===== src/ctu_pkg.sv =====
// Constants for the charge-time unit: register map, field positions, codes.
// Assumes one 100 MHz system clock and Avalon-MM byte addressing.
// How it works
// Any sleep forces the current source off
// Idle with stop bit clear keeps running
// Idle with stop bit set drops current
// Reset clears every register to default
// Reset abandons measurement, keeps no result
// Software reconfigures unit after each reset
// Software discharges circuit via grounding bit
// Enable bit turns the unit on/off; the converter trigger still fires when software sets second status
// Time generation bit enables delay pulses
// Edge gate bit passes or blocks edges
// Order bit: second edge needs first
// Grounding bit grounds the source output
// Trigger bit enables converter trigger output
// Second edge polarity: one rising, zero falling
// Second source: pinA, pinB, compare, timer
// First edge polarity: one rising, zero falling
// First source uses same encoding
// Second edge status set by qualified edge
// First edge status set by qualified edge
// Six-bit signed trim adjusts the current
// Range: off, base, ten, hundred times
// Software charges by pulsing first status
// Delay pulse when capacitor reaches reference
// Current flows only in the charge window
// One-clock converter trigger on second edge
package ctu_pkg;
    // Bus geometry: printed offsets are indices, byte address is four times
    localparam int unsigned ADDR_W      = 14;
    localparam int unsigned IDX_W       = 12;
    localparam logic [11:0] IDX_CURRENT = 12'hfb1;
    localparam logic [11:0] IDX_EDGE    = 12'hfb2;
    localparam logic [11:0] IDX_CTRL    = 12'hfb3;
    localparam logic [7:0]  REG_RESET   = 8'h00;

    // Control high fields
    localparam int unsigned CH_ON    = 7;
    localparam int unsigned CH_SIDL  = 5;
    localparam int unsigned CH_DELAY_PULSE_ON  = 4;
    localparam int unsigned CH_GATE  = 3;
    localparam int unsigned CH_ORDER = 2;
    localparam int unsigned CH_GND   = 1;
    localparam int unsigned CH_TRIG  = 0;
    localparam logic [7:0]  CH_WMASK = 8'hbf;

    // Edge select and status fields
    localparam int unsigned CL_POL2    = 7;
    localparam int unsigned CL_SEL2_HI = 6;
    localparam int unsigned CL_SEL2_LO = 5;
    localparam int unsigned CL_POL1    = 4;
    localparam int unsigned CL_SEL1_HI = 3;
    localparam int unsigned CL_SEL1_LO = 2;
    localparam int unsigned CL_SEEN2   = 1;
    localparam int unsigned CL_SEEN1   = 0;

    // Current source fields
    localparam int unsigned CI_TRIM_HI = 7;
    localparam int unsigned CI_TRIM_LO = 2;
    localparam int unsigned CI_RNG_HI  = 1;
    localparam int unsigned CI_RNG_LO  = 0;
    localparam logic [1:0]  RNG_OFF    = 2'h0;

    // Edge source codes double as index into the source vector
    localparam logic [1:0]  SRC_TIMER   = 2'h0;
    localparam logic [1:0]  SRC_COMPARE = 2'h1;
    localparam logic [1:0]  SRC_PIN_B   = 2'h2;
    localparam logic [1:0]  SRC_PIN_A   = 2'h3;
    localparam int unsigned N_SRC       = 4;
    localparam int unsigned N_ASYNC     = 3;

    typedef enum logic [1:0] {
        CTU_RUN,
        CTU_IDLE_STOP,
        CTU_SLEEP
    } ctu_power_type;
endpackage


===== src/ctu_sync2.sv =====
// Two-flop synchroniser for one level from outside the clock domain.
// Assumes the input is a level that stays for more than one clock.
`timescale 1ns/10ps
`default_nettype none
module ctu_sync2 (
    input  wire logic sys_clk_i,
    input  wire logic resetn_i,
    input  wire logic d_i,
    output logic      q_o
);
    logic meta;

    // First flop feeds only the second
    always_ff @(posedge sys_clk_i) begin
        if (!resetn_i) begin
            meta <= 1'b0;
            q_o  <= 1'b0;
        end else begin
            meta <= d_i;
            q_o  <= meta;
        end
    end
endmodule
`default_nettype wire


===== src/ctu_top.sv =====
// Charge-time unit control: edge qualification, status, current gating.
// Assumes Avalon-MM master on sys_clk_i; pins and comparator are async.
`timescale 1ns/10ps
`default_nettype none
module ctu_top
    import ctu_pkg::*;
(
    input  wire logic              sys_clk_i,
    input  wire logic              resetn_i,
    input  wire logic [ADDR_W-1:0] avs_address_i,
    input  wire logic              avs_read_i,
    input  wire logic              avs_write_i,
    input  wire logic [31:0]       avs_writedata_i,
    input  wire logic [3:0]        avs_byteenable_i,
    output logic [31:0]            avs_readdata_o,
    output logic                   avs_waitrequest_o,
    input  wire logic              edge_pin_a_i,
    input  wire logic              edge_pin_b_i,
    input  wire logic              compare_unit_output_i,
    input  wire logic              timer_one_i,
    input  wire logic              comparator_trip_i,
    input  wire logic              sleep_i,
    input  wire logic              idle_i,
    output logic                   current_on_o,
    output logic [1:0]             current_range_o,
    output logic [5:0]             current_trim_o,
    output logic                   source_ground_o,
    output logic                   delay_pulse_pin_o,
    output logic                   converter_trigger_o
);
    logic [7:0]         ctl_high;
    logic [7:0]         edge_sel;
    logic [7:0]         cur_ctl;
    logic               ack;
    logic [IDX_W-1:0]   idx;
    logic               wr_en;
    logic [N_ASYNC-1:0] async_raw;
    logic [N_ASYNC-1:0] async_syn;
    logic [N_SRC-1:0]   src_now;
    logic [N_SRC-1:0]   src_prev;
    logic               trip_prev;
    logic               seen2_prev;
    logic               hit1;
    logic               hit2;
    logic               gate;
    ctu_power_type      power;
    logic               next_current_on;
    logic               next_pulse;
    logic               next_trigger;

    // Edge match on the selected source with the selected polarity
    function automatic logic edge_hit(input logic [1:0]       sel,
                                      input logic             pol,
                                      input logic [N_SRC-1:0] now,
                                      input logic [N_SRC-1:0] prev);
        logic n;
        logic p;
        n = now[sel];
        p = prev[sel];
        edge_hit = pol ? (n & ~p) : (~n & p);
    endfunction

    // Async sources: two pins and the comparator
    assign async_raw = {comparator_trip_i, edge_pin_a_i, edge_pin_b_i};

    genvar g;
    generate
        for (g = 0; g < N_ASYNC; g++) begin : g_sync
            ctu_sync2 u_sync (
                .sys_clk_i (sys_clk_i),
                .resetn_i  (resetn_i),
                .d_i       (async_raw[g]),
                .q_o       (async_syn[g])
            );
        end
    endgenerate

    // Source vector indexed by the select code
    always_comb begin
        src_now              = '0;
        src_now[SRC_PIN_A]   = async_syn[1];
        src_now[SRC_PIN_B]   = async_syn[0];
        src_now[SRC_COMPARE] = compare_unit_output_i;
        src_now[SRC_TIMER]   = timer_one_i;
    end

    // Bus slave: one wait cycle, then the access completes
    assign idx               = avs_address_i[ADDR_W-1:2];
    assign avs_waitrequest_o = (avs_read_i | avs_write_i) & ~ack;
    assign wr_en             = avs_write_i & ack & avs_byteenable_i[0];

    always_ff @(posedge sys_clk_i) begin
        if (!resetn_i) begin
            ack <= 1'b0;
        end else begin
            ack <= (avs_read_i | avs_write_i) & ~ack;
        end
    end

    // Read data captured in the wait cycle; unmapped reads return zero
    always_ff @(posedge sys_clk_i) begin
        if (!resetn_i) begin
            avs_readdata_o <= '0;
        end else if (avs_read_i && !ack) begin
            unique case (idx)
                IDX_CTRL:    avs_readdata_o <= {24'h000000, ctl_high};
                IDX_EDGE:    avs_readdata_o <= {24'h000000, edge_sel};
                IDX_CURRENT: avs_readdata_o <= {24'h000000, cur_ctl};
                default:     avs_readdata_o <= '0;
            endcase
        end
    end

    // Control high; unimplemented bit six stays zero
    always_ff @(posedge sys_clk_i) begin
        if (!resetn_i) begin
            ctl_high <= REG_RESET;
        end else if (wr_en && idx == IDX_CTRL) begin
            ctl_high <= avs_writedata_i[7:0] & CH_WMASK;
        end
    end

    // Current source control
    always_ff @(posedge sys_clk_i) begin
        if (!resetn_i) begin
            cur_ctl <= REG_RESET;
        end else if (wr_en && idx == IDX_CURRENT) begin
            cur_ctl <= avs_writedata_i[7:0];
        end
    end

    // Edge qualification; only an enabled unit with an open gate sees edges
    assign gate = ctl_high[CH_ON] & ctl_high[CH_GATE];
    assign hit1 = gate & edge_hit(edge_sel[CL_SEL1_HI:CL_SEL1_LO],
                                  edge_sel[CL_POL1], src_now, src_prev);
    assign hit2 = gate & edge_hit(edge_sel[CL_SEL2_HI:CL_SEL2_LO],
                                  edge_sel[CL_POL2], src_now, src_prev)
                & (~ctl_high[CH_ORDER] | edge_sel[CL_SEEN1]);

    // Edge select and status; a hardware set beats a software clear
    always_ff @(posedge sys_clk_i) begin
        if (!resetn_i) begin
            edge_sel <= REG_RESET;
        end else begin
            if (wr_en && idx == IDX_EDGE) begin
                edge_sel <= avs_writedata_i[7:0];
            end
            if (hit1) begin
                edge_sel[CL_SEEN1] <= 1'b1;
            end
            if (hit2) begin
                edge_sel[CL_SEEN2] <= 1'b1;
            end
        end
    end

    // History for edge detection
    always_ff @(posedge sys_clk_i) begin
        if (!resetn_i) begin
            src_prev   <= '0;
            trip_prev  <= 1'b0;
            seen2_prev <= 1'b0;
        end else begin
            src_prev   <= src_now;
            trip_prev  <= async_syn[2];
            seen2_prev <= edge_sel[CL_SEEN2];
        end
    end

    // Power state from the core's low-power requests
    always_comb begin
        if (sleep_i) begin
            power = CTU_SLEEP;
        end else if (idle_i && ctl_high[CH_SIDL]) begin
            power = CTU_IDLE_STOP;
        end else begin
            power = CTU_RUN;
        end
    end

    // Charge window; trim only scales the current, never gates it
    always_comb begin
        next_current_on = 1'b0;
        unique case (power)
            CTU_SLEEP:     next_current_on = 1'b0;
            CTU_IDLE_STOP: next_current_on = 1'b0;
            CTU_RUN:       next_current_on = ctl_high[CH_ON]
                                           & (cur_ctl[CI_RNG_HI:CI_RNG_LO] != RNG_OFF)
                                           & edge_sel[CL_SEEN1]
                                           & ~edge_sel[CL_SEEN2]
                                           & ~ctl_high[CH_GND];
        endcase
    end

    // Delay pulse on comparator rise while charging in delay mode
    assign next_pulse = ctl_high[CH_ON] & ctl_high[CH_DELAY_PULSE_ON]
                      & edge_sel[CL_SEEN1] & async_syn[2] & ~trip_prev;

    // Converter trigger on the rise of second status
    assign next_trigger = ctl_high[CH_TRIG]
                        & edge_sel[CL_SEEN2] & ~seen2_prev;

    // Registered outputs toward the analog source and converter
    always_ff @(posedge sys_clk_i) begin
        if (!resetn_i) begin
            current_on_o        <= 1'b0;
            delay_pulse_pin_o   <= 1'b0;
            converter_trigger_o <= 1'b0;
        end else begin
            current_on_o        <= next_current_on;
            delay_pulse_pin_o   <= next_pulse;
            converter_trigger_o <= next_trigger;
        end
    end

    // Static settings straight from register flops
    assign current_range_o = cur_ctl[CI_RNG_HI:CI_RNG_LO];
    assign current_trim_o  = cur_ctl[CI_TRIM_HI:CI_TRIM_LO];
    assign source_ground_o = ctl_high[CH_GND];

    // Checks
    AST_SLEEP_OFF: assert property (
        @(posedge sys_clk_i) disable iff (!resetn_i)
        sleep_i |=> !current_on_o)
        else $error("current on after sleep");

    AST_IDLE_RUN: assert property (
        @(posedge sys_clk_i) disable iff (!resetn_i)
        (idle_i && !sleep_i && !ctl_high[CH_SIDL] && ctl_high[CH_ON]
         && cur_ctl[CI_RNG_HI:CI_RNG_LO] != RNG_OFF && edge_sel[CL_SEEN1]
         && !edge_sel[CL_SEEN2] && !ctl_high[CH_GND]) |=> current_on_o)
        else $error("idle without stop dropped current");

    AST_IDLE_STOP: assert property (
        @(posedge sys_clk_i) disable iff (!resetn_i)
        (idle_i && ctl_high[CH_SIDL]) |=> !current_on_o)
        else $error("current on in stopped idle");

    AST_RESET_CLEAR: assert property (
        @(posedge sys_clk_i)
        !resetn_i |=> (ctl_high == REG_RESET && edge_sel == REG_RESET
                       && cur_ctl == REG_RESET && !current_on_o))
        else $error("registers not cleared by reset");

    AST_GATE_BLOCK: assert property (
        @(posedge sys_clk_i) disable iff (!resetn_i)
        (!ctl_high[CH_GATE] && !edge_sel[CL_SEEN1] && !avs_write_i)
        |=> !edge_sel[CL_SEEN1])
        else $error("edge passed a closed gate");

    AST_ORDER: assert property (
        @(posedge sys_clk_i) disable iff (!resetn_i)
        (ctl_high[CH_ORDER] && !edge_sel[CL_SEEN1] && !edge_sel[CL_SEEN2]
         && !avs_write_i) |=> !edge_sel[CL_SEEN2])
        else $error("second edge before first");

    AST_GROUND: assert property (
        @(posedge sys_clk_i) disable iff (!resetn_i)
        source_ground_o |=> !current_on_o)
        else $error("charging while grounded");

    AST_SEEN1_SET: assert property (
        @(posedge sys_clk_i) disable iff (!resetn_i)
        hit1 |=> edge_sel[CL_SEEN1])
        else $error("first edge not recorded");

    AST_RANGE_OFF: assert property (
        @(posedge sys_clk_i) disable iff (!resetn_i)
        (cur_ctl[CI_RNG_HI:CI_RNG_LO] == RNG_OFF) |=> !current_on_o)
        else $error("current on with range off");

    AST_TRIG_PULSE: assert property (
        @(posedge sys_clk_i) disable iff (!resetn_i)
        converter_trigger_o |-> ($past(ctl_high[CH_TRIG]) && seen2_prev
                                 && !$past(seen2_prev) && !$past(converter_trigger_o)))
        else $error("trigger without rise of second status");

    AST_PULSE_EN: assert property (
        @(posedge sys_clk_i) disable iff (!resetn_i)
        delay_pulse_pin_o |-> ($past(ctl_high[CH_DELAY_PULSE_ON]) && !$past(delay_pulse_pin_o)))
        else $error("delay pulse while disabled");

    AST_BUS_WAIT: assert property (
        @(posedge sys_clk_i) disable iff (!resetn_i)
        ((avs_read_i || avs_write_i) && avs_waitrequest_o) |=> !avs_waitrequest_o)
        else $error("bus wait longer than one cycle");

    // Status history: bits rise only by a qualified edge or a bus write
    AST_SEEN2_SET: assert property (
        @(posedge sys_clk_i) disable iff (!resetn_i)
        hit2 |=> edge_sel[CL_SEEN2])
        else $error("second edge not recorded");

    AST_SEEN2_ROSE: assert property (
        @(posedge sys_clk_i) disable iff (!resetn_i)
        $rose(edge_sel[CL_SEEN2]) |-> ($past(hit2)
                                       || ($past(wr_en) && $past(idx) == IDX_EDGE)))
        else $error("second status rose with no cause");

    AST_SEEN1_HOLD: assert property (
        @(posedge sys_clk_i) disable iff (!resetn_i)
        (edge_sel[CL_SEEN1] && !(wr_en && idx == IDX_EDGE)) |=> edge_sel[CL_SEEN1])
        else $error("first status lost without a write");

    AST_GATE_BLOCK2: assert property (
        @(posedge sys_clk_i) disable iff (!resetn_i)
        (!ctl_high[CH_GATE] && !edge_sel[CL_SEEN2] && !avs_write_i)
        |=> !edge_sel[CL_SEEN2])
        else $error("second edge passed a closed gate");

    // Charge window both ways; a missed term would leak current
    AST_CHARGE_WIN: assert property (
        @(posedge sys_clk_i) disable iff (!resetn_i)
        current_on_o |-> ($past(ctl_high[CH_ON]) && $past(edge_sel[CL_SEEN1])
                          && !$past(edge_sel[CL_SEEN2]) && !$past(ctl_high[CH_GND])))
        else $error("current on outside the charge window");

    AST_CHARGE_ON: assert property (
        @(posedge sys_clk_i) disable iff (!resetn_i)
        (!sleep_i && !idle_i && ctl_high[CH_ON] && cur_ctl[CI_RNG_HI:CI_RNG_LO] != RNG_OFF
         && edge_sel[CL_SEEN1] && !edge_sel[CL_SEEN2] && !ctl_high[CH_GND])
        |=> current_on_o)
        else $error("current off inside the charge window");

    AST_UNIT_OFF: assert property (
        @(posedge sys_clk_i) disable iff (!resetn_i)
        !ctl_high[CH_ON] |=> (!current_on_o && !delay_pulse_pin_o))
        else $error("disabled unit still active");

    // Pulse outputs follow their enables
    AST_DELAY_PULSE_ON_OFF: assert property (
        @(posedge sys_clk_i) disable iff (!resetn_i)
        !ctl_high[CH_DELAY_PULSE_ON] |=> !delay_pulse_pin_o)
        else $error("delay pulse with generation off");

    AST_PULSE_TRIP: assert property (
        @(posedge sys_clk_i) disable iff (!resetn_i)
        delay_pulse_pin_o |-> (trip_prev && !$past(trip_prev) && $past(edge_sel[CL_SEEN1])))
        else $error("delay pulse without comparator rise");

    AST_TRIG_OFF: assert property (
        @(posedge sys_clk_i) disable iff (!resetn_i)
        !ctl_high[CH_TRIG] |=> !converter_trigger_o)
        else $error("trigger with trigger bit clear");

    AST_TRIG_FIRE: assert property (
        @(posedge sys_clk_i) disable iff (!resetn_i)
        (ctl_high[CH_TRIG] && edge_sel[CL_SEEN2] && !seen2_prev) |=> converter_trigger_o)
        else $error("trigger missed on second status rise");

    AST_RESET_OUT: assert property (
        @(posedge sys_clk_i)
        !resetn_i |=> (!delay_pulse_pin_o && !converter_trigger_o))
        else $error("pulse output survived reset");
endmodule
`default_nettype wire


===== config.mk =====
export PLATFORM = sky130hd
export DESIGN_NAME = ctu_top
export DESIGN_NICKNAME = d
export VERILOG_FILES = /design/src/ctu_pkg.sv /design/src/ctu_sync2.sv /design/src/ctu_top.sv
export SDC_FILE = /design/constraint.sdc
export NUM_CORES = 1
export LEC_CHECK = 0
export BUFFER_PORTS_ARGS = -buffer_cell sky130_fd_sc_hd__buf_2
export CAP_MARGIN = 25
export CORE_ASPECT_RATIO = 1.5
export CORE_MARGIN = 3
export CORE_UTILIZATION = 47
export DETAILED_ROUTE_END_ITERATION = 7
export PLACE_DENSITY = 0.85
export SLEW_MARGIN = 5
export SYNTH_ARGS = -nofsm -noshare
export SYNTH_HDL_FRONTEND = slang
export SYNTH_SLANG_ARGS = --single-unit

===== constraint.sdc =====
create_clock -name sys_clk_i -period 2.8 [get_ports sys_clk_i]
set_clock_uncertainty 0.2 [all_clocks]
set_input_delay 0.28 -clock sys_clk_i [delete_from_list [all_inputs] [get_ports sys_clk_i]]
set_output_delay 0.28 -clock sys_clk_i [all_outputs]
set_load 0.02 [all_outputs]

==> summary.md <==
| Metric | Value |
|---|---|
| CTS tree | `done` |
| Cells after Synth | `208` |
| DP Area | `0.00239 mm^2` |
| Most used DFF post-synth | `dfxtp_1` |
| Die ar. | `0.00541 mm^2` |
| WP data required | `2.79 ns` |
| Max Slew Vio Count | `0` |
| # rows | `29` |
| TNS Setup | `0 ns` |
| Peak supply drop | `0.000451 V` |
| Maxcap violations | `0` |
| Share of post-route cells with drive strength above 1 | `30.4%` |
| Initial Util | `49.6%` |
| CP Max Fanout | `7` |
| Die height | `88.6 um` |
| Relative slew slack | `52.7%` |
| Post-detail-place hpwl | `3.42 mm` |
| RSZ-0062 raised after global routing | `no` |
| Post-CTS setup buffer count | `0` |
| GR Overflow Total | `0` |
| Ranking of synthesized cells by area | `dfxtp_1, mux2i_1, buf_4` |
| Most common library cells after synthesis | `dfxtp_1, nor2_1, buf_4, mux2i_1, and2_1` |
| Yosys cell types | `35` |
| DRC violations left | `0` |
| Placer Congestion | `0.761` |
| Setup-failing EPs final | `0` |
| Cts bufs inserted | `5` |
| Post-synth ARST share | `0%` |
| Crit. End Element | `flop` |
| Sequential element share of the synthesized area | `44.0%` |
| Mapped cell area | `0.00214 mm^2` |
| Clock Latency Late Sink | `0.30 ns` |
| First-pass GRT wire length | `7.05 mm` |
| Simple-gate portion of the synthesized area | `20.4%` |
| Adder-cell share of the synthesized area | `0%` |
| Post-synthesis mux area share | `18.7%` |
| Final period util | `69.6%` |
| Area growth from synthesis to final layout | `17.7%` |
| Fmax | `513 MHz` |
| Main combinational cell family by area after synthesis | `simple AND/OR/NAND/NOR gates` |
| Register bit total from synthesis | `47` |
| Leakage Power | `0.00107 uW` |
| Final Cell Area | `0.00252 mm^2` |
| Antenna Nets Post-Route | `0` |
| Worst Reg-to-Reg Cells | `4` |
| Worst-path clk slew | `0.08 ns` |
| Top Ports | `106` |
| Synth warn | `0` |
| Die width | `61.1 um` |
| Mapped Avg Cell Area | `10.3 um^2` |
| Hold Worst Slack | `0.0271 ns` |
| Synth Area in Compound Gates | `7.02%` |
| Count leader, synth | `dfxtp_1` |
| CTS max path bufs | `2` |
| H-tree Lvls | `2` |
| Leading area contributor after synthesis | `dfxtp_1` |
| Worst slew pin tran | `0.704 ns` |
| Initial antenna violation count | `0` |
| Clock root buffer master | `clkbuf_8` |
| Core area | `0.00432 mm^2` |
| DRT Pass-1 Iters | `5` |
| Total GRT Usage | `17.9%` |
| CP Launch Type | `flop` |
| PD cells | `497 mW/mm^2` |
| Status | `finished clean` |
| Port bufs | `52` |
| Antenna Cells | `0` |
| Final Net Count | `331` |
| Synth top area share | `44.0%` |
| Vias | `1663` |
| Number of synthesized flops with an enable pin | `0` |
| DRT iter0 DRCs | `71` |
| Largest net degree at the start of global routing | `26` |
| # clock sinks | `47` |
| Post-Route Utilization | `58.3%` |
| Hold path cells | `2` |
| Routed WL | `4.50 mm` |
| Fin. Hold Viols | `0` |
| WL/cell | `14.2 um` |
| Via-to-Cell Ratio | `5.26` |
| Worst setup path class | `reg2reg` |
| XOR/XNOR share of the synthesized area | `0%` |
| Arrival time at the worst endpoint | `1.94 ns` |
| Vias in the first global route | `1597` |
| Hold Crit Class | `in2reg` |
| Tmin final | `1.95 ns` |
[registers in the layout (all words and copies together) (netlist names)]
name,flops
ctl_high,7
converter_trigger_o,1
edge_sel,8
ack,1
src_prev,4
current_on_o,1
g_sync.u_sync.q_o,3
avs_readdata_o,8
delay_pulse_pin_o,1
g_sync.u_sync.meta,3
trip_prev,1
seen2_prev,1
cur_ctl,8
[per-stage QoR]
step / power (uW) / std cells / setup slack, ns
4_1_cts: 1260 / 316 / 0.817
3_5_place_dp: 796 / 306 / 0.551
5_1_grt: 1310 / 316 / 0.690
2_1_floorplan: 783 / 231 / 0.889
3_3_place_gp: 793 / 306 / 0.589
6_report: 1250 / 316 / 0.851
[what timing repair did]
| item | 4_1_cts | 5_1_grt |
|---|---|---|
| gates resized for setup | 0 | 0 |
| hold buffers | 3 | 0 |
| setup endpoints to repair | 0 | 0 |
| endpoints found under the hold margin | 3 | 0 |
[final cells by class]
cell class,instances,area [um^2]
clock buffers,6,72.6
clock inverters,1,30.0
fillers,375,1800
inverters,4,15.0
multi-input cells,152,1070
flip-flops and latches,47,941
well taps,46,57.6
repair buffers,60,328
[placed cells by master, fill, tap and decap left out, drive strengths merged, types with 2 or more instances in the layout]
master       netlist  final
mux2i             23     23
or4b               2      2
nor2b              2      2
nand3b             2      2
and2              12     12
nor4               4      4
inv                3      3
a21oi              3      3
buf               24     57
dfxtp             47     47
nor2              26     26
nor3               3      3
mux2               7      7
nand3              2      2
a22oi              7      7
nand2              9      9
clkbuf             4      6
mux4               4      4
dlygate4sd3        0      3
o21ai             10     10
conb               1     24
[worst max-delay path, stage by stage, from the launching register on]
cell and delay (ns):
dfxtp_1 0.38, nand3_1 0.26, nor4_4 0.68, mux2i_1 0.27, nor2_1 0.05
[final timing paths]
check                              startpoint                              end  slack [ns]
max                            ack$_SDFF_PN0_         ctl_high[7]$_SDFFE_PN0P_        0.85
min                               timer_one_i           src_prev[0]$_SDFF_PN0_        0.03
max reg2reg                    ack$_SDFF_PN0_         ctl_high[7]$_SDFFE_PN0P_        0.85
min reg2reg  g_sync[2].u_sync.meta$_SDFF_PN0_  g_sync[2].u_sync.q_o$_SDFF_PN0_        0.24
[logic make-up (layout without fill, tap and decap cells)]
kind of cell | after synthesis | count (layout)
simple gates | 70 | 70
flops | 47 | 47
mux | 34 | 34
buf+inv | 32 | 71
compound gates | 24 | 24
other cells | 1 | 24
[power by group]
group	internal (uW)	switching (uW)	leakage, uW	total [uW]
Clock	262	207	0.0000513	469
Sequential	676	3.67	0.000381	679
Combinational	35.9	68.5	0.000636	104
[routing by layer]
layer / share of wire (%) / track usage, % / up-vias
met3: 6.8 / 4.82 / 9
met5: 0 / 0 / -
met2: 55 / 31.5 / 70
met4: 2.5 / 8.48 / 0
li1: - / - / 805
met1: 36 / 19.0 / 779
(Power assumes the default switching activity.)
